<file path="src/dsd_map.svh">
// address map constants for the data space decoder
`ifndef DSD_MAP_SVH
`define DSD_MAP_SVH

// ****************************************************************
// address map
// ****************************************************************
`define DSD_BANK_LO 8'h00
`define DSD_BANK_HI 8'h3F
`define DSD_WIN_LO 8'h40
`define DSD_WIN_HI 8'h7F
`define DSD_IDX_X 8'h80
`define DSD_IDX_Y 8'h81
`define DSD_SD_V 8'h82
`define DSD_SD_W 8'h83
`define DSD_RAM_LO 8'h84
`define DSD_RAM_HI 8'hBF
`define DSD_PDATA 8'hC0
`define DSD_PDIR 8'hC4
`define DSD_IOPT 8'hC8
`define DSD_WPAGE 8'hC9
`define DSD_POPT 8'hCC
`define DSD_PER_LO 8'hD2
`define DSD_WDOG 8'hD8
`define DSD_PER_HI 8'hDB
`define DSD_OSC 8'hDC
`define DSD_BANKSEL 8'hE8
`define DSD_ACC 8'hFF

// ****************************************************************
// field positions and sizes
// ****************************************************************
`define DSD_PORTS 2'h3
`define DSD_OFS_W 6
`define DSD_PAGE_W 6
`define DSD_PC_W 12
`define DSD_STK_N 6
`define DSD_STK_LAST 3'h5
`define DSD_RAM2_BIT 4
`define DSD_EE0_BIT 0
`define DSD_UNDEF 8'h00

`endif

</file>
<file path="src/dsd_pkg.sv">
// types shared by the data space decoder
package dsd_pkg;
    // region picked by an address
    typedef enum logic [3:0] {
        DSD_R_BANK_RAM2,
        DSD_R_BANK_EE0,
        DSD_R_BANK_NONE,
        DSD_R_WINDOW,
        DSD_R_CORE,
        DSD_R_RAM,
        DSD_R_PORT,
        DSD_R_PERIPH,
        DSD_R_WO,
        DSD_R_RESERVED
    } dsd_region_t;

    // core data-space request
    typedef struct packed {
        logic rd;
        logic wr;
        logic [7:0] addr;
        logic [7:0] wdata;
    } dsd_req_t;

    // stack operation from the core
    typedef struct packed {
        logic push;
        logic pop;
        logic [11:0] pc;
    } dsd_stk_req_t;
endpackage

</file>
<file path="src/dsd_ret_stack.sv">
// six-level return-address stack
`include "dsd_map.svh"

module dsd_ret_stack
    import dsd_pkg::*;
(
    input wire logic clk,
    input wire logic rst_n,
    input wire dsd_stk_req_t stk_req,
    output logic [11:0] ret_addr,
    output logic [2:0] depth
);
    logic [`DSD_PC_W-1:0] entry [0:`DSD_STK_N-1];
    logic [2:0] next_depth;

    // depth tracking; a push on a full stack drops the deepest entry
    always_comb begin
        next_depth = depth;
        if (stk_req.push && !stk_req.pop && depth != 3'(`DSD_STK_N)) begin
            next_depth = depth + 3'h1;
        end else if (stk_req.pop && !stk_req.push && depth != 3'h0) begin
            next_depth = depth - 3'h1;
        end
    end

    always_ff @(posedge clk) begin
        if (!rst_n) begin
            depth <= 3'h0;
        end else begin
            depth <= next_depth;
        end
    end

    // shift register of entries, newest on top
    always_ff @(posedge clk) begin
        if (stk_req.push && !stk_req.pop) begin
            for (int i = `DSD_STK_N - 1; i > 0; i--) begin
                entry[i] <= entry[i-1];
            end
            entry[0] <= stk_req.pc;
        end else if (stk_req.pop && !stk_req.push) begin
            for (int i = 0; i < `DSD_STK_N - 1; i++) begin
                entry[i] <= entry[i+1];
            end
        end
    end

    // popped top entry held in a flop for the core, loaded only on a pop
    always_ff @(posedge clk) begin
        if (!rst_n) begin
            ret_addr <= 12'h000;
        end else if (stk_req.pop && !stk_req.push) begin
            ret_addr <= entry[0];
        end
    end
endmodule

</file>
<file path="src/dsd_decoder.sv">
// data space decoder with read-only program memory window
`include "dsd_map.svh"

module dsd_decoder
    import dsd_pkg::*;
(
    input wire logic clk,
    input wire logic rst_n,
    input wire dsd_req_t req,
    input wire dsd_stk_req_t stk_req,
    output logic [7:0] rdata,
    output logic rvalid,
    output logic [11:0] prog_addr,
    output logic prog_rd,
    input wire logic [7:0] prog_data,
    output logic [11:0] ret_addr,
    output logic [2:0] stack_depth,
    output logic [7:0] periph_addr,
    output logic periph_rd,
    output logic periph_wr,
    output logic [7:0] periph_wdata,
    input wire logic [7:0] periph_rdata,
    output logic [7:0] bank_addr,
    output logic bank_ram2_sel,
    output logic bank_ee0_sel,
    output logic bank_rd,
    output logic bank_wr,
    output logic [7:0] bank_wdata,
    input wire logic [7:0] bank_rdata,
    output logic [5:0] window_page_bits,
    output logic [7:0] bank_select_reg,
    output logic [7:0] index_reg_x,
    output logic [7:0] index_reg_y,
    output logic [7:0] short_direct_reg_v,
    output logic [7:0] short_direct_reg_w,
    output logic [7:0] accumulator
);
    // ****************************************************************
    // address classification
    // ****************************************************************

    // classify an address; used on the live request, whose region a read then holds
    function automatic dsd_region_t region_of(input logic [7:0] a, input logic [7:0] bsel);
        dsd_region_t r;
        r = DSD_R_RESERVED;
        if (a <= `DSD_BANK_HI) begin
            if (bsel[`DSD_RAM2_BIT]) begin
                r = DSD_R_BANK_RAM2;
            end else if (bsel[`DSD_EE0_BIT]) begin
                r = DSD_R_BANK_EE0;
            end else begin
                r = DSD_R_BANK_NONE;
            end
        end else if (a <= `DSD_WIN_HI) begin
            r = DSD_R_WINDOW;
        end else if (a <= `DSD_SD_W || a == `DSD_ACC) begin
            r = DSD_R_CORE;
        end else if (a <= `DSD_RAM_HI) begin
            r = DSD_R_RAM;
        end else if (a == `DSD_IOPT || a == `DSD_WPAGE || a == `DSD_OSC
                     || a == `DSD_BANKSEL) begin
            r = DSD_R_WO;
        end else if ((a >= `DSD_PDATA && a < `DSD_PDATA + 8'(`DSD_PORTS))
                     || (a >= `DSD_PDIR && a < `DSD_PDIR + 8'(`DSD_PORTS))
                     || (a >= `DSD_POPT && a < `DSD_POPT + 8'(`DSD_PORTS))) begin
            r = DSD_R_PORT;
        end else if (a >= `DSD_PER_LO && a <= `DSD_PER_HI) begin
            r = DSD_R_PERIPH;
        end
        return r;
    endfunction

    // true for the port and peripheral slots, whose reads are answered from outside
    function automatic logic is_external(input dsd_region_t r);
        return r == DSD_R_PORT || r == DSD_R_PERIPH;
    endfunction

    dsd_region_t cur_region;
    dsd_region_t rd_region;
    logic [7:0] rd_addr;
    logic [7:0] data_ram [0:63];
    logic [5:0] ram_idx;

    assign cur_region = region_of(req.addr, bank_select_reg);
    assign ram_idx = 6'(req.addr - `DSD_RAM_LO);

    // ****************************************************************
    // outward strobes to program memory, peripherals and banks
    // ****************************************************************

    // window address: page bits above the 6 low offset bits
    always_ff @(posedge clk) begin
        if (!rst_n) begin
            prog_addr <= 12'h000;
            prog_rd <= 1'b0;
        end else begin
            prog_rd <= req.rd && cur_region == DSD_R_WINDOW;
            if (req.rd && cur_region == DSD_R_WINDOW) begin
                prog_addr <= {window_page_bits, req.addr[`DSD_OFS_W-1:0]};
            end
        end
    end

    // port, timer and watchdog slots; the IOPT and OSC write-only slots also pass writes
    always_ff @(posedge clk) begin
        if (!rst_n) begin
            periph_addr <= 8'h00;
            periph_rd <= 1'b0;
            periph_wr <= 1'b0;
            periph_wdata <= 8'h00;
        end else begin
            periph_rd <= req.rd && is_external(cur_region);
            periph_wr <= req.wr && (is_external(cur_region)
                         || (cur_region == DSD_R_WO && req.addr != `DSD_WPAGE
                             && req.addr != `DSD_BANKSEL));
            if (req.rd || req.wr) begin
                periph_addr <= req.addr;
                periph_wdata <= req.wdata;
            end
        end
    end

    // banked region: page RAM or EEPROM, only while the RAM2 or EE0 bank bit is set
    always_ff @(posedge clk) begin
        if (!rst_n) begin
            bank_addr <= 8'h00;
            bank_rd <= 1'b0;
            bank_wr <= 1'b0;
            bank_wdata <= 8'h00;
        end else begin
            bank_rd <= req.rd && (cur_region == DSD_R_BANK_RAM2
                       || cur_region == DSD_R_BANK_EE0);
            bank_wr <= req.wr && (cur_region == DSD_R_BANK_RAM2
                       || cur_region == DSD_R_BANK_EE0);
            if (req.rd || req.wr) begin
                bank_addr <= req.addr;
                bank_wdata <= req.wdata;
            end
        end
    end

    // bank selects decoded straight from the bank register
    assign bank_ram2_sel = bank_select_reg[`DSD_RAM2_BIT];
    assign bank_ee0_sel = bank_select_reg[`DSD_EE0_BIT] && !bank_select_reg[`DSD_RAM2_BIT];

    // ****************************************************************
    // write-only page registers
    // ****************************************************************

    // no reset branch: the page stays as it was, so software must load it
    always_ff @(posedge clk) begin
        if (req.wr && req.addr == `DSD_WPAGE) begin
            window_page_bits <= req.wdata[`DSD_PAGE_W-1:0];
        end
    end

    // bank register also keeps its content over reset; image kept by software
    always_ff @(posedge clk) begin
        if (req.wr && req.addr == `DSD_BANKSEL) begin
            bank_select_reg <= req.wdata;
        end
    end

    // ****************************************************************
    // core registers and general data RAM
    // ****************************************************************

    // core registers are data space locations like any other
    always_ff @(posedge clk) begin
        if (req.wr) begin
            case (req.addr)
                `DSD_IDX_X: index_reg_x <= req.wdata;
                `DSD_IDX_Y: index_reg_y <= req.wdata;
                `DSD_SD_V: short_direct_reg_v <= req.wdata;
                `DSD_SD_W: short_direct_reg_w <= req.wdata;
                `DSD_ACC: accumulator <= req.wdata;
                default: ;
            endcase
        end
    end

    // 60 bytes of data RAM, indexed from its base
    always_ff @(posedge clk) begin
        if (req.wr && cur_region == DSD_R_RAM) begin
            data_ram[ram_idx] <= req.wdata;
        end
    end

    // ****************************************************************
    // read return path
    // ****************************************************************

    // hold the read's address and region for the answer cycle
    always_ff @(posedge clk) begin
        if (!rst_n) begin
            rd_addr <= 8'h00;
            rd_region <= DSD_R_RESERVED;
            rvalid <= 1'b0;
        end else begin
            rvalid <= req.rd;
            if (req.rd) begin
                rd_addr <= req.addr;
                rd_region <= cur_region;
            end
        end
    end

    // local data captured at the request edge; outside data passed through in the answer cycle after it
    logic [7:0] local_rdata;
    always_ff @(posedge clk) begin
        if (!rst_n) begin
            local_rdata <= `DSD_UNDEF;
        end else if (req.rd) begin
            case (req.addr)
                `DSD_IDX_X: local_rdata <= index_reg_x;
                `DSD_IDX_Y: local_rdata <= index_reg_y;
                `DSD_SD_V: local_rdata <= short_direct_reg_v;
                `DSD_SD_W: local_rdata <= short_direct_reg_w;
                `DSD_ACC: local_rdata <= accumulator;
                default: local_rdata <= (cur_region == DSD_R_RAM) ? data_ram[ram_idx]
                                                                 : `DSD_UNDEF;
            endcase
        end
    end

    // answer mux; write-only and reserved slots give a fixed filler
    always_comb begin
        case (rd_region)
            DSD_R_WINDOW: rdata = prog_data;
            DSD_R_PORT, DSD_R_PERIPH: rdata = periph_rdata;
            DSD_R_BANK_RAM2, DSD_R_BANK_EE0: rdata = bank_rdata;
            DSD_R_CORE, DSD_R_RAM: rdata = local_rdata;
            default: rdata = `DSD_UNDEF;
        endcase
    end

    // ****************************************************************
    // return-address stack
    // ****************************************************************
    dsd_ret_stack u_stack (
        .clk(clk),
        .rst_n(rst_n),
        .stk_req(stk_req),
        .ret_addr(ret_addr),
        .depth(stack_depth)
    );
endmodule

</file>
<file path="config.mk">
export PLATFORM = sky130hd
export DESIGN_NAME = dsd_decoder
export DESIGN_NICKNAME = d
export VERILOG_FILES = /design/src/dsd_pkg.sv /design/src/dsd_ret_stack.sv /design/src/dsd_decoder.sv
export VERILOG_INCLUDE_DIRS = /design/src /design/src/src
export SDC_FILE = /design/constraint.sdc
export NUM_CORES = 1
export LEC_CHECK = 0
export BUFFER_PORTS_ARGS = -buffer_cell sky130_fd_sc_hd__buf_4
export CORE_UTILIZATION = 65
export CTS_BUF_LIST = sky130_fd_sc_hd__clkbuf_4
export CTS_CLUSTER_DIAMETER = 40
export DETAILED_ROUTE_END_ITERATION = 10
export PLACE_DENSITY = 0.84
export SYNTH_ARGS = -nofsm -noshare
export SYNTH_HDL_FRONTEND = slang
export SYNTH_SLANG_ARGS = --single-unit
</file>
<file path="constraint.sdc">
create_clock -name clk -period 9.64 [get_ports clk]
set_input_delay 0.964 -clock clk [delete_from_list [all_inputs] [get_ports clk]]
set_output_delay 0.964 -clock clk [all_outputs]
set_load 0.01 [all_outputs]
</file>
Word level (Yosys, flattened, before mapping)
Memories as Yosys holds them, arrays and structs flattened.
Index checks and enable logic that the tools add are counted.
{"block": "word_totals", "ff_bits": 115, "ramBits": 584, "inputBits": 58, "out_inout_bits": 129, "elab_cells": 136, "memories": 2}
{"name": "data_ram", "words": 64, "word_bits": 8, "read_ports": 1, "rd_clocked_by_memory_dff": 0, "wr": 1, "line_no": "dsd_decoder.sv:81", "text": "logic [7:0] data_ram [0:63];"}
{"name": "u_stack.entry", "words": 6, "word_bits": 12, "read_ports": 6, "rd_clocked_by_memory_dff": 0, "wr": 6, "line_no": "dsd_ret_stack.sv:13", "text": "logic [`DSD_PC_W-1:0] entry [0:`DSD_STK_N-1];"}
{"block": "op_classes", "addsub": 3, "order_cmp": 12, "n_eq_ne": 24, "muxes": 26, "bitwise_logic": 5, "reduce_logical": 44}
{"op": "$eq 8x8->1 const B", "count": 9}
{"op": "$mux 12", "count": 5}
{"op": "$pmux 8 s5", "count": 1}
{"op": "$ge 8x8->1 const B", "count": 4}
{"op": "$pmux 8 s4", "count": 1}
{"op": "$eq 4x3->1 const B", "count": 7}
{"op": "$mux 4", "count": 7}
{"op": "$le 8x8->1 const B", "count": 3}
{"op": "$lt 8x8->1 const B", "count": 3}
{"op": "$logic_and 1x1->1", "count": 19}
{"op": "$ne 8x8->1 const B", "count": 2}
{"op": "$logic_or 1x1->1", "count": 10}
{"op": "$reduce_and 2->1", "count": 5}
{"op": "$eq 4x1->1 const B", "count": 2}
{"op": "$eq 4x2->1 const B", "count": 2}
{"op": "$le 8x6->1 const B", "count": 1}
{"op": "$le 8x7->1 const B", "count": 1}
{"op": "$logic_not 4->1", "count": 2}
{"op": "$mux 8", "count": 1}
{"op": "$mux 1", "count": 7}
{"op": "$mux 3", "count": 2}
{"op": "$reduce_or 2->1", "count": 3}
{"op": "$sub 6x3->6 const B", "count": 1}
{"op": "$or 1x1->1", "count": 5}
{"op": "8 further kinds", "count": 11}

Logic depth before layout (Yosys ltp)
Gate-level depths: netlist of the first run.
{"block": "depth", "ltp_word": 15, "depth_mapped": 14, "mapped_depth_nobuf": 8}

Cells and area by module
From an unflattened synthesis of the first run, not the netlist that was laid out.
{"block": "hier_totals", "hier_cells": 1592, "area_unflattened_um2": 28357.2}
{"mod": "dsd_decoder", "instances": 1, "cells_each": 1381, "area_each_um2": 24753.7, "seq_area_each_um2": 17917.2}
{"mod": "dsd_ret_stack", "instances": 1, "cells_each": 211, "area_each_um2": 3603.5, "seq_area_each_um2": 2462.4}

Worst setup path after synthesis of the first run
No wires, ideal clock.
{"block": "synth_timing", "path_type": "in2reg", "start": "input req[10] (netlist name)", "end": "memory data_ram[30][0] (enable)", "setup_ps": 370, "arrival_time_ps": 3899, "required_ps": 9270, "path_slack_ps": 5370, "cell_stages": 13, "n_path_buf": 5, "cell_sequence": "buf_2 > buf_2 > clkinv_1 > buf_2 > buf_1 > ha_1 > clkbuf_1 > and3_1 > o21ai_0 > nand2_1 > nor3_1 > nand3_1 > nor2_1"}
{"block": "synth_via", "elab_chain_cells": 14, "elab_cells_between_ends": 39, "cone_classes": "add/sub: 1; order compare: 12; eq/ne: 6; mux: 9; reduce/logical: 11"}
{"item": "start: declaration", "line_no": "dsd_decoder.sv:9", "text": "input wire dsd_req_t req,"}
{"item": "$ge 8x8->1 (no source line), or another cell as far along"}
{"item": "$logic_and 1x1->1, on equally long branches", "line_no": "dsd_decoder.sv:63, dsd_decoder.sv:64"}
{"item": "$logic_or 1x1->1 (2 in a row)", "line_no": "dsd_decoder.sv:63", "text": "end else if ((a >= `DSD_PDATA && a < `DSD_PDATA + 8'(`DSD_PORTS))"}
{"item": "$mux 4", "line_no": "dsd_decoder.sv:63"}
{"item": "$mux 4", "line_no": "dsd_decoder.sv:60", "text": "end else if (a == `DSD_IOPT || a == `DSD_WPAGE || a == `DSD_OSC"}
{"item": "$mux 4", "line_no": "dsd_decoder.sv:58", "text": "end else if (a <= `DSD_RAM_HI) begin"}
{"item": "$mux 4", "line_no": "dsd_decoder.sv:56", "text": "end else if (a <= `DSD_SD_W || a == `DSD_ACC) begin"}
{"item": "$mux 4", "line_no": "dsd_decoder.sv:54", "text": "end else if (a <= `DSD_WIN_HI) begin"}
{"item": "$mux 4", "line_no": "dsd_decoder.sv:46", "text": "if (a <= `DSD_BANK_HI) begin"}
{"item": "$eq 4x3->1", "line_no": "dsd_decoder.sv:184", "text": "if (req.wr && cur_region == DSD_R_RAM) begin"}
{"item": "$logic_and 1x1->1", "line_no": "dsd_decoder.sv:184"}
{"item": "$mux 1", "line_no": "dsd_decoder.sv:184"}
{"item": "$mux 1 (implied by the code)", "line_no": "dsd_decoder.sv:185", "text": "data_ram[ram_idx] <= req.wdata;"}
{"item": "end: declaration", "line_no": "dsd_decoder.sv:81"}
Parallel ways exist; a longest one is shown, timed or not.

Worst setup path in the final report of the first run
{"block": "layout_timing", "start": "input req[10] (netlist name)", "end": "memory data_ram[46][2] (enable)"}
Same word-level chain as after synthesis.

==> metrics.md, run 1 <==
| Metric | Value |
|---|---|
| Worst-path fanout max | `52` |
| Sequential fraction of the synthesis area | `0.729` |
| Multi-input gate area | `0.00693 mm²` |
| Async SR Flop Fraction | `0` |
| Worst skew pair latency | `just under 1000 ps` |
| Cell total after placement | `2135` |
| Commonest non-fill, non-tap cell in the layout | `edfxtp_1` |
| Global-route wire length before repair | `about 100 mm` |
| Fin crit share | `0.436` |
| Vias/cell | `6.58` |
| Routability cong. | `0.872` |
| Net count after synthesis | `roughly 1600` |
| Post-route clock skew | `around 66 ps` |
| Reg clk slew, reported paths | `roughly 70 ps` |
| EDFF count, synth | `638` |
| Die Wd | `roughly 210 µm` |
| Max-slew violations | `0` |
| GRT overflow | `0` |
| RSZ-0062 raised after global routing | `false` |
| CP startpoint kind | `primary input` |
| Slew margin rel. | `0.270` |
| Initial antenna violation count | `4` |
| Post-CTS Setup Repair Bufs | `0` |
| Placement Rows | `between 70 and 80` |
| Io pins | `around 190` |
| Biggest regs | `data_ram (512), u_stack.entry (72)` |
| CTS Root Cell | `clkbuf_4` |
| Fin worst setup slack | `5440 ps` |
| CTS max path bufs | `3` |
| 1st-iter DRT viols | `2239` |
| Placement Setup Slack | `between 4000 and 5000 ps` |
| Leakage | `~11 nW` |
| Final std cells w/o fill | `around 2400` |
| Largest net degree at the start of global routing | `78` |
| Max frequency | `around 240 MHz` |
| PortBufs | `roughly 190` |
| Final count of hold timing violations | `0` |
| Critical path class | `in2reg` |
| Die area | `~0.044 mm²` |
| TNS Setup | `0 ps` |
| CTS tree | `yes` |
| # DRC | `0` |
| Maxcap violations | `0` |
| Status | `finished clean` |
| Post-CTS sizing | `0` |
| Core ar. | `0.0422 mm²` |
| Hold WS | `a little over 300 ps` |
| WL per Instance | `~27 µm` |
| Starting Density | `0.662` |
| Mapped Area | `around 0.028 mm²` |
| Syn-to-layout area delta | `12.8%` |
| Layout cells sized above 1 | `0.349` |
| DPL Wire Length | `a little under 40 mm` |
| Warnings, synthesis | `0` |
| Pwr Total | `approximately 6.1 mW` |
| Antenna viol nets, final | `0` |
| Slew @ Worst Pin | `about 1100 ps` |
| Total CTS buffers | `roughly 160` |
| WP data arrival | `~4800 ps` |
| Req. time, crit path | `10220 ps` |
| Total number of vias | `between 15000 and 20000` |
| Vias in the first global route | `~16000` |
| Hold buffers post-CTS | `0` |
| Hold Path Class | `in2reg` |
| Synthesized area per cell | `approximately 19 µm²` |
| Most frequent cells in the layout | `638 x edfxtp_1, 226 x clkbuf_4, 194 x buf_4, 141 x mux4_2, 106 x nor2_1` |
| Yosys cell types | `63` |
| Die height | `about 210 µm` |
| Fillers | `about 2300` |
| Flops & latches, synth | `between 600 and 700` |
| Syn Inst Count | `~1500` |
| H-tree levels | `4` |
| Setup violations, final | `0` |
| Global Route Usage Sum | `0.317` |
| Critical path endpoint category | `register` |
| Final wirelength | `66.3 mm` |
| Synth Flop Type | `edfxtp_1` |
| Register Area | `slightly above 0.02 mm²` |
| Clk sink count | `between 600 and 700` |
| Minimum clock period | `between 4000 and 5000 ps` |
| Final #Nets | `about 1800` |
| First-pass DRT Iterations | `5` |
| Max VDD drop | `around 130 µV` |
| Largest register FFs | `about 510` |
| Power per cell area | `between 150 and 200 mW/mm²` |
| Top reg by flops | `data_ram` |
metal layers:
metal / up-vias / wire [µm] / GRT usage
li1: 6633 / - / -
met1: 7844 / 23700 / 0.433
met2: 1313 / 31400 / 0.479
met3: 181 / 8750 / 0.0940
met4: 0 / 2380 / 0.145
met5: - / 0 / 0
cell type report:
type,count,area share
antenna,6,0.000476
multi-input combinational,689,0.220
tap,539,0.0214
timing repair buffer,196,0.0470
clock buffer,226,0.0538
clock inverter,59,0.00996
inverter,12,0.00143
sequential,699,0.646
worst paths after layout:
| path | from | cells after the start | slack [ps] | end |
|---|---|---|---|---|
| worst max-delay path | req[10] | 9 | 5440 | data_ram[46][2] |
| worst min-delay path | stk_req[4] | 2 | 310 | u_stack.entry[0][4] |
| worst min register to register | u_stack.entry[4][6] | 0 | 420 | u_stack.entry[5][6] |
| worst max register to register | data_ram[60][5] | 5 | 7510 | local_rdata[5] |
power breakdown:
group          internal [mW]  switching [mW]  total [mW]
Combinational          0.168           0.241       0.409
Sequential              3.37          0.0352        3.41
Clock                   1.16            1.13        2.29
critical path, stage by stage:
cell and delay, ps:
buf_4 540, clkinv_1 230, ha_1 450, and3_1 280, o21ai_0 220, nand2_1 140
nor3_1 330, nand3_1 730, nor2_1 860
metrics by stage:
stage | cell area, µm² | util
2_1_floorplan | 28000 | -
3_3_place_gp | 29500 | 0.699
3_5_place_dp | 29500 | 0.699
4_1_cts | 31500 | 0.746
5_1_grt | 31500 | 0.747
6_report | 31500 | 0.747
logic make-up (layout without fill, tap and decap cells):
family,Yosys count,after routing,share of synthesized area
flops,699,699,0.729
simple gates,292,292,0.0470
mux,236,236,0.156
compound gates,152,152,0.0406
buf+inv,117,493,0.0235
fa+ha+maj,8,8,0.00385
xor+xnor,1,1,0.000313
other cells,0,6,0
synth_stat cells (8+ instances only):
cell      instances  area [µm²]
a21oi_1          12        60.1
edfxtp_1        638       19200
a31oi_1           8        50.1
a211oi_1         17         128
nor3_1           11        55.1
and2_1            8        50.1
dfxtp_1          61        1220
mux2_2           63         709
inv_1            10        37.5
buf_1             8        30.0
nor2b_1          30         188
mux4_1            9         236
a21boi_0         29         218
buf_2            16        80.1
nor2_1          106         398
buf_6            11         124
nand2_1          97         364
mux4_2          141        3180
mux2i_1          23         230
a22oi_1          23         173
o22ai_1           9        56.3
nand3_1          10        50.1
buf_4            22         165
o21ai_0          17        85.1
clkbuf_1         45         169
No activity file was read; power rests on OpenSTA's default activity.
==> run 2: changes to the inputs <==
--- a/config.mk
+++ b/config.mk
@@ -7,11 +7,11 @@
 export NUM_CORES = 1
 export LEC_CHECK = 0
 export BUFFER_PORTS_ARGS = -buffer_cell sky130_fd_sc_hd__buf_4
-export CORE_UTILIZATION = 65
+export CORE_UTILIZATION = 63
 export CTS_BUF_LIST = sky130_fd_sc_hd__clkbuf_4
 export CTS_CLUSTER_DIAMETER = 40
 export DETAILED_ROUTE_END_ITERATION = 10
-export PLACE_DENSITY = 0.84
+export PLACE_DENSITY = 0.82
 export SYNTH_ARGS = -nofsm -noshare
 export SYNTH_HDL_FRONTEND = slang
 export SYNTH_SLANG_ARGS = --single-unit
==> constraint.sdc (replaced) <==
create_clock -name clk -period 4 [get_ports clk]
set_input_delay 0.4 -clock clk [delete_from_list [all_inputs] [get_ports clk]]
set_output_delay 0.4 -clock clk [all_outputs]
set_load 0.01 [all_outputs]
==> run 2 against run 1 <==
- power grew 150%
- register-to-register slack lost 5800 ps
- clock power grew to 2.6 times the previous value
- clock skew grew 1.5 ps
- final area grew 2.2%
- global-route usage shrank 2.2 points
- core utilization shrank 0.54 points
- clock-buffer cell count grew 23
- sequential power grew 140%
- first-iteration DRC count shrank 21%
- critical path depth shrank 6
- via count shrank 0.94%
- largest cell class unchanged
- largest power group unchanged
==> metrics.md, run 2 (same netlist as run 1, synthesis figures left out) <==
| Metric | Value |
|---|---|
| Most frequent cells in the layout | `638 x edfxtp_1, 249 x clkbuf_4, 213 x buf_4, 141 x mux4_2, 106 x nor2_1` |
| Leakage | `around 11 nW` |
| Placement Rows | `76` |
| 1st-iter DRT viols | `between 1500 and 2000` |
| Minimum clock period | `3070 ps` |
| WL per Instance | `roughly 25 µm` |
| Slowest CP cell | `dfxtp_1` |
| RSZ-0062 raised after global routing | `false` |
| Global Route Usage Sum | `0.295` |
| Starting Density | `0.643` |
| Post-CTS sizing | `0` |
| First-pass DRT Iterations | `7` |
| Setup violations, final | `0` |
| Die height | `between 200 and 250 µm` |
| CTS max path bufs | `3` |
| Fillers | `between 2000 and 2500` |
| Max frequency | `325 MHz` |
| Critical path endpoint category | `output port` |
| Max-slew violations | `0` |
| Core ar. | `approximately 0.043 mm²` |
| Total CTS buffers | `166` |
| Die area | `between 0.04 and 0.05 mm²` |
| CP Buf/Inv Count | `1` |
| Total number of vias | `~16000` |
| Largest net degree at the start of global routing | `~120` |
| CP startpoint kind | `register` |
| WP data arrival | `2670 ps` |
| Clk sink count | `between 600 and 700` |
| Req. time, crit path | `3600 ps` |
| Final #Nets | `around 1900` |
| Maxcap violations | `0` |
| Layout cells sized above 1 | `0.364` |
| H-tree levels | `4` |
| TNS Setup | `0 ps` |
| Global-route wire length before repair | `roughly 96 mm` |
| Power per cell area | `around 470 mW/mm²` |
| Commonest non-fill, non-tap cell in the layout | `edfxtp_1` |
| Vias/cell | `~6.3` |
| Final std cells w/o fill | `~2500` |
| Biggest regs | `data_ram (512), u_stack.entry (72)` |
| Routability cong. | `a little over 0.9` |
| Critical path class | `reg2out` |
| Slew @ Worst Pin | `roughly 1100 ps` |
| Status | `finished clean` |
| CTS tree | `yes` |
| Worst skew pair latency | `slightly below 1000 ps` |
| Max VDD drop | `about 340 µV` |
| CTS Root Cell | `clkbuf_4` |
| Antenna viol nets, final | `0` |
| Initial antenna violation count | `1` |
| Crit path max-delay family | `flip-flops` |
| Largest register FFs | `512` |
| Final count of hold timing violations | `0` |
| Vias in the first global route | `between 15000 and 20000` |
| GRT overflow | `0` |
| Worst-path fanout max | `20` |
| Syn-to-layout area delta | `15.3%` |
| Fin crit share | `0.768` |
| Io pins | `between 150 and 200` |
| Die Wd | `between 200 and 250 µm` |
| Reg clk slew, reported paths | `70 ps` |
| Cell total after placement | `2203` |
| CP Cell Sequence | `a311oi_1, a211oi_1, buf_4` |
| PortBufs | `roughly 190` |
| CP peak stage delay | `approximately 760 ps` |
| Slew margin rel. | `0.257` |
| Top reg by flops | `data_ram` |
| Post-route clock skew | `approximately 67 ps` |
| # DRC | `0` |
| Hold Path Class | `in2reg` |
| Final wirelength | `about 63 mm` |
| DPL Wire Length | `37.7 mm` |
run 2: changes by cell type in the layout (fill, tap and decap cells not counted), sizes merged:
cell / change
buf: +22
bufinv: +1
clkbuf: +23
clkinv: -21
diode: -5
dlygate4sd3: +29
inv: +4
run 2: worst reg2reg max path, cell delays in order, from the launching register on:
cell and delay (ps):
edfxtp_1 490, nor2b_1 230, nor3_1 80, a2111oi_0 520
nand3b_1 190, a21oi_1 80, dlygate4sd3_1 580
run 2: per-layer routing:
metal | up-vias | track usage | share of wire
li1 | 6742 | - | -
met3 | 200 | 0.0919 | 0.11
met2 | 973 | 0.454 | 0.48
met5 | - | 0 | 0
met1 | 7906 | 0.386 | 0.37
met4 | 0 | 0.142 | 0.040
run 2: area by class of cell:
cell class,instances,area (µm²),share of cell area
Sequential cell,699,20400,0.632
Multi-Input combinational cell,689,6930,0.215
Clock buffer,249,1870,0.0580
Antenna cell,1,2.50,0.0000777
Clock inverter,43,288,0.00893
Timing Repair Buffer,247,1980,0.0613
Tap cell,585,732,0.0227
Inverter,12,45.0,0.00140
run 2: worst paths after layout:
check / from / to / slack [ps] / cells past startpoint
setup reg to reg: bank_select_reg[4] / periph_wr / 1710 / 6
hold reg to reg: u_stack.entry[4][10] / u_stack.entry[5][10] / 450 / 0
hold / removal: req[2] / data_ram[46][2] / 90 / 1
setup / recovery: rd_region[1] / rdata[4] / 930 / 3
run 2: metrics by stage:
step | area, µm² | power (mW) | utilization | hold WS [ps] | setup slack [ps]
finish | 32200 | 15.1 | 0.741 | 89.7 | 928
global route | 32200 | 15.6 | 0.741 | 41.3 | 744
CTS | 32200 | 15.2 | 0.741 | 1.52 | 873
detailed placement | 29800 | 9.34 | 0.685 | 439 | 595
global placement | 29800 | 9.31 | 0.685 | 425 | 708
floorplan | 28000 | 8.94 | - | 420 | 294
run 2: where the power goes:
part	switching (mW)	leakage, nW	internal, mW
logic	0.579	3.38	0.435
clock network	2.76	1.29	3.10
registers	0.0808	6.29	8.12
run 2: what timing repair did:
action | 4_1_cts | 5_1_grt
hold buffers | 29 | 0
endpoints found under the setup margin | 0 | 0
endpoints found under the hold margin | 220 | 0
buffers inserted | 0 | 0
==> run 3: changes to the inputs <==
--- a/config.mk
+++ b/config.mk
@@ -7,11 +7,11 @@
 export NUM_CORES = 1
 export LEC_CHECK = 0
 export BUFFER_PORTS_ARGS = -buffer_cell sky130_fd_sc_hd__buf_4
-export CORE_UTILIZATION = 63
+export CORE_UTILIZATION = 57
 export CTS_BUF_LIST = sky130_fd_sc_hd__clkbuf_4
 export CTS_CLUSTER_DIAMETER = 40
 export DETAILED_ROUTE_END_ITERATION = 10
-export PLACE_DENSITY = 0.82
+export PLACE_DENSITY = 0.78
 export SYNTH_ARGS = -nofsm -noshare
 export SYNTH_HDL_FRONTEND = slang
 export SYNTH_SLANG_ARGS = --single-unit
==> constraint.sdc (replaced) <==
create_clock -name clk -period 2.8 [get_ports clk]
set_input_delay 0.28 -clock clk [delete_from_list [all_inputs] [get_ports clk]]
set_output_delay 0.28 -clock clk [all_outputs]
set_load 0.01 [all_outputs]
==> run 3 against run 2 <==
- global-route usage down 1.9 points
- power up 45%
- wire length up 5.4%
- non-clock buffer count up 65
- first-iteration DRC count up 11%
- largest cell class unchanged
- largest power group unchanged
- highest routed layer unchanged
==> metrics.md, run 3 (same netlist as run 1, synthesis figures left out) <==
| Metric | Value |
|---|---|
| Largest register FFs | `512` |
| Max VDD drop | `around 340 µV` |
| Worst skew pair latency | `approximately 1000 ps` |
| Minimum clock period | `approximately 2700 ps` |
| Biggest regs | `data_ram (512), u_stack.entry (72)` |
| Worst-path fanout max | `21` |
| Hold_sp | `stk_req[1]` |
| Global-route wire length before repair | `~100 mm` |
| Largest net degree at the start of global routing | `73` |
| Hold EP | `u_stack.entry[0][1]` |
| CTS Root Cell | `clkbuf_4` |
| Die area | `0.0499 mm²` |
| Cell total after placement | `2286` |
| RR Endpoint | `local_rdata[7]` |
| Final std cells w/o fill | `2620` |
| Vias/cell | `between 6 and 7` |
| Layout cells sized above 1 | `0.410` |
| Setup violations, final | `0` |
| Antenna viol nets, final | `0` |
| First-pass DRT Iterations | `6` |
| H-tree levels | `4` |
| Critical path endpoint category | `register` |
| Reg-to-Reg Start | `data_ram[63][7]` |
| CP Cell Sequence | `dlygate4sd3_1, buf_12, buf_16, buf_4, mux4_2, a22oi_1, a2bb2oi_1, a2111oi_2, o211ai_1, o211a_1, dlygate4sd3_1` |
| Max-slew violations | `0` |
| GRT overflow | `0` |
| Final count of hold timing violations | `0` |
| PortBufs | `186` |
| Cell Area, Placed | `0.0306 mm²` |
| Clk sink count | `between 600 and 700` |
| DPL Wire Length | `roughly 42 mm` |
| Final #Nets | `about 1900` |
| Total number of vias | `about 16000` |
| Critical path's most frequent cell | `dlygate4sd3_1` |
| Final design utilization | `0.692` |
| Fin worst setup slack | `70.5 ps` |
| Hold Path Class | `in2reg` |
| Die Wd | `between 200 and 250 µm` |
| Register Area | `~0.020 mm²` |
| Worst Reg2Reg Path Length in Cells | `7` |
| Slew margin rel. | `0.269` |
| Hold-critical path depth | `3` |
| Slowest CP cell | `dlygate4sd3_1` |
| Final wirelength | `roughly 67 mm` |
| Slew @ Worst Pin | `about 1100 ps` |
| Commonest non-fill, non-tap cell in the layout | `edfxtp_1` |
| Status | `finished clean` |
| TNS Setup | `0 ps` |
| Initial antenna violation count | `3` |
| Multi-input gate area | `between 0.007 and 0.008 mm²` |
| Global Route Usage Sum | `0.276` |
| CTS tree | `yes` |
| Most frequent cells in the layout | `638 x edfxtp_1, 259 x buf_4, 242 x clkbuf_4, 141 x mux4_2, 95 x nand2_1` |
| Critical path class | `in2reg` |
| Placement Setup Slack | `-11.4 ps` |
| 1st-iter DRT viols | `just under 2000` |
| Syn-to-layout area delta | `18.9%` |
| Total CTS buffers | `roughly 170` |
| Fin crit share | `0.975` |
| Placement Rows | `80` |
| WP data arrival | `around 3600 ps` |
| Req. time, crit path | `3690 ps` |
| Die height | `223 µm` |
| Vias in the first global route | `16200` |
| Setup crit start | `req[8]` |
| RSZ-0062 raised after global routing | `true` |
| Hold WS | `about 150 ps` |
| Max frequency | `366 MHz` |
| Reg clk slew, reported paths | `70 ps` |
| CTS max path bufs | `3` |
| # DRC | `0` |
| CP startpoint kind | `primary input` |
| CP peak stage delay | `600 ps` |
| Top reg by flops | `data_ram` |
| Power per cell area | `between 600 and 700 mW/mm²` |
| Core ar. | `about 0.048 mm²` |
| Post-route clock skew | `about 66 ps` |
| Fillers | `between 3000 and 4000` |
| Routability cong. | `0.926` |
| Maxcap violations | `0` |
| Design area | `around 0.033 mm²` |
| FF-to-FF setup slack | `between 150 and 200 ps` |
| WL per Instance | `25.5 µm` |
| Io pins | `approximately 190` |
| Pwr Total | `21.8 mW` |
| Starting Density | `0.582` |
| Leakage | `approximately 11 nW` |
==> run 3: how the worst max path moves through the flow <==
stage                 endpoint  slack, ps  cells after the start
5_1_grt               rdata[7]        -20                      4
4_1_cts               rdata[4]         30                      4
2_1_floorplan  data_ram[15][0]       -320                     13
3_5_place_dp   data_ram[13][5]        -10                     10
6_report        local_rdata[7]         70                     11
3_3_place_gp   data_ram[13][2]        120                     10
==> run 3: power breakdown <==
group	internal (mW)	leakage, nW	total [mW]	switching, mW
logic	0.701	3.72	1.60	0.902
registers	11.6	6.29	11.7	0.113
clock network	4.60	1.29	8.52	3.92
==> run 3: area by class of cell <==
| type | instances | area share |
|---|---|---|
| diodes | 6 | 0.000452 |
| clock buffers | 242 | 0.0546 |
| clock inverters | 45 | 0.0111 |
| inverters | 12 | 0.00151 |
| multi-input cells | 689 | 0.218 |
| flip-flops and latches | 699 | 0.613 |
| well taps | 615 | 0.0231 |
| repair buffers | 312 | 0.0777 |
==> run 3: worst max-delay path, delay by kind of cell <==
kind | cells | cell delay [ps]
compound gates | 5 | 1010
mux | 1 | 510
buf+inv | 5 | 1790
==> run 3: timing repair <==
action	4_1_cts	5_1_grt
hold endpoints to repair	730	0
gates resized for setup	1	5
setup buffers	0	0
hold buffers	41	0
setup endpoints to repair	1	2
==> run 3: layer usage <==
layer	up-vias	GRT usage	wire length, µm
met4	0	0.101	1810
li1	6877	-	-
met2	999	0.429	32000
met1	8136	0.380	26100
met5	-	0	0
met3	125	0.0716	6790
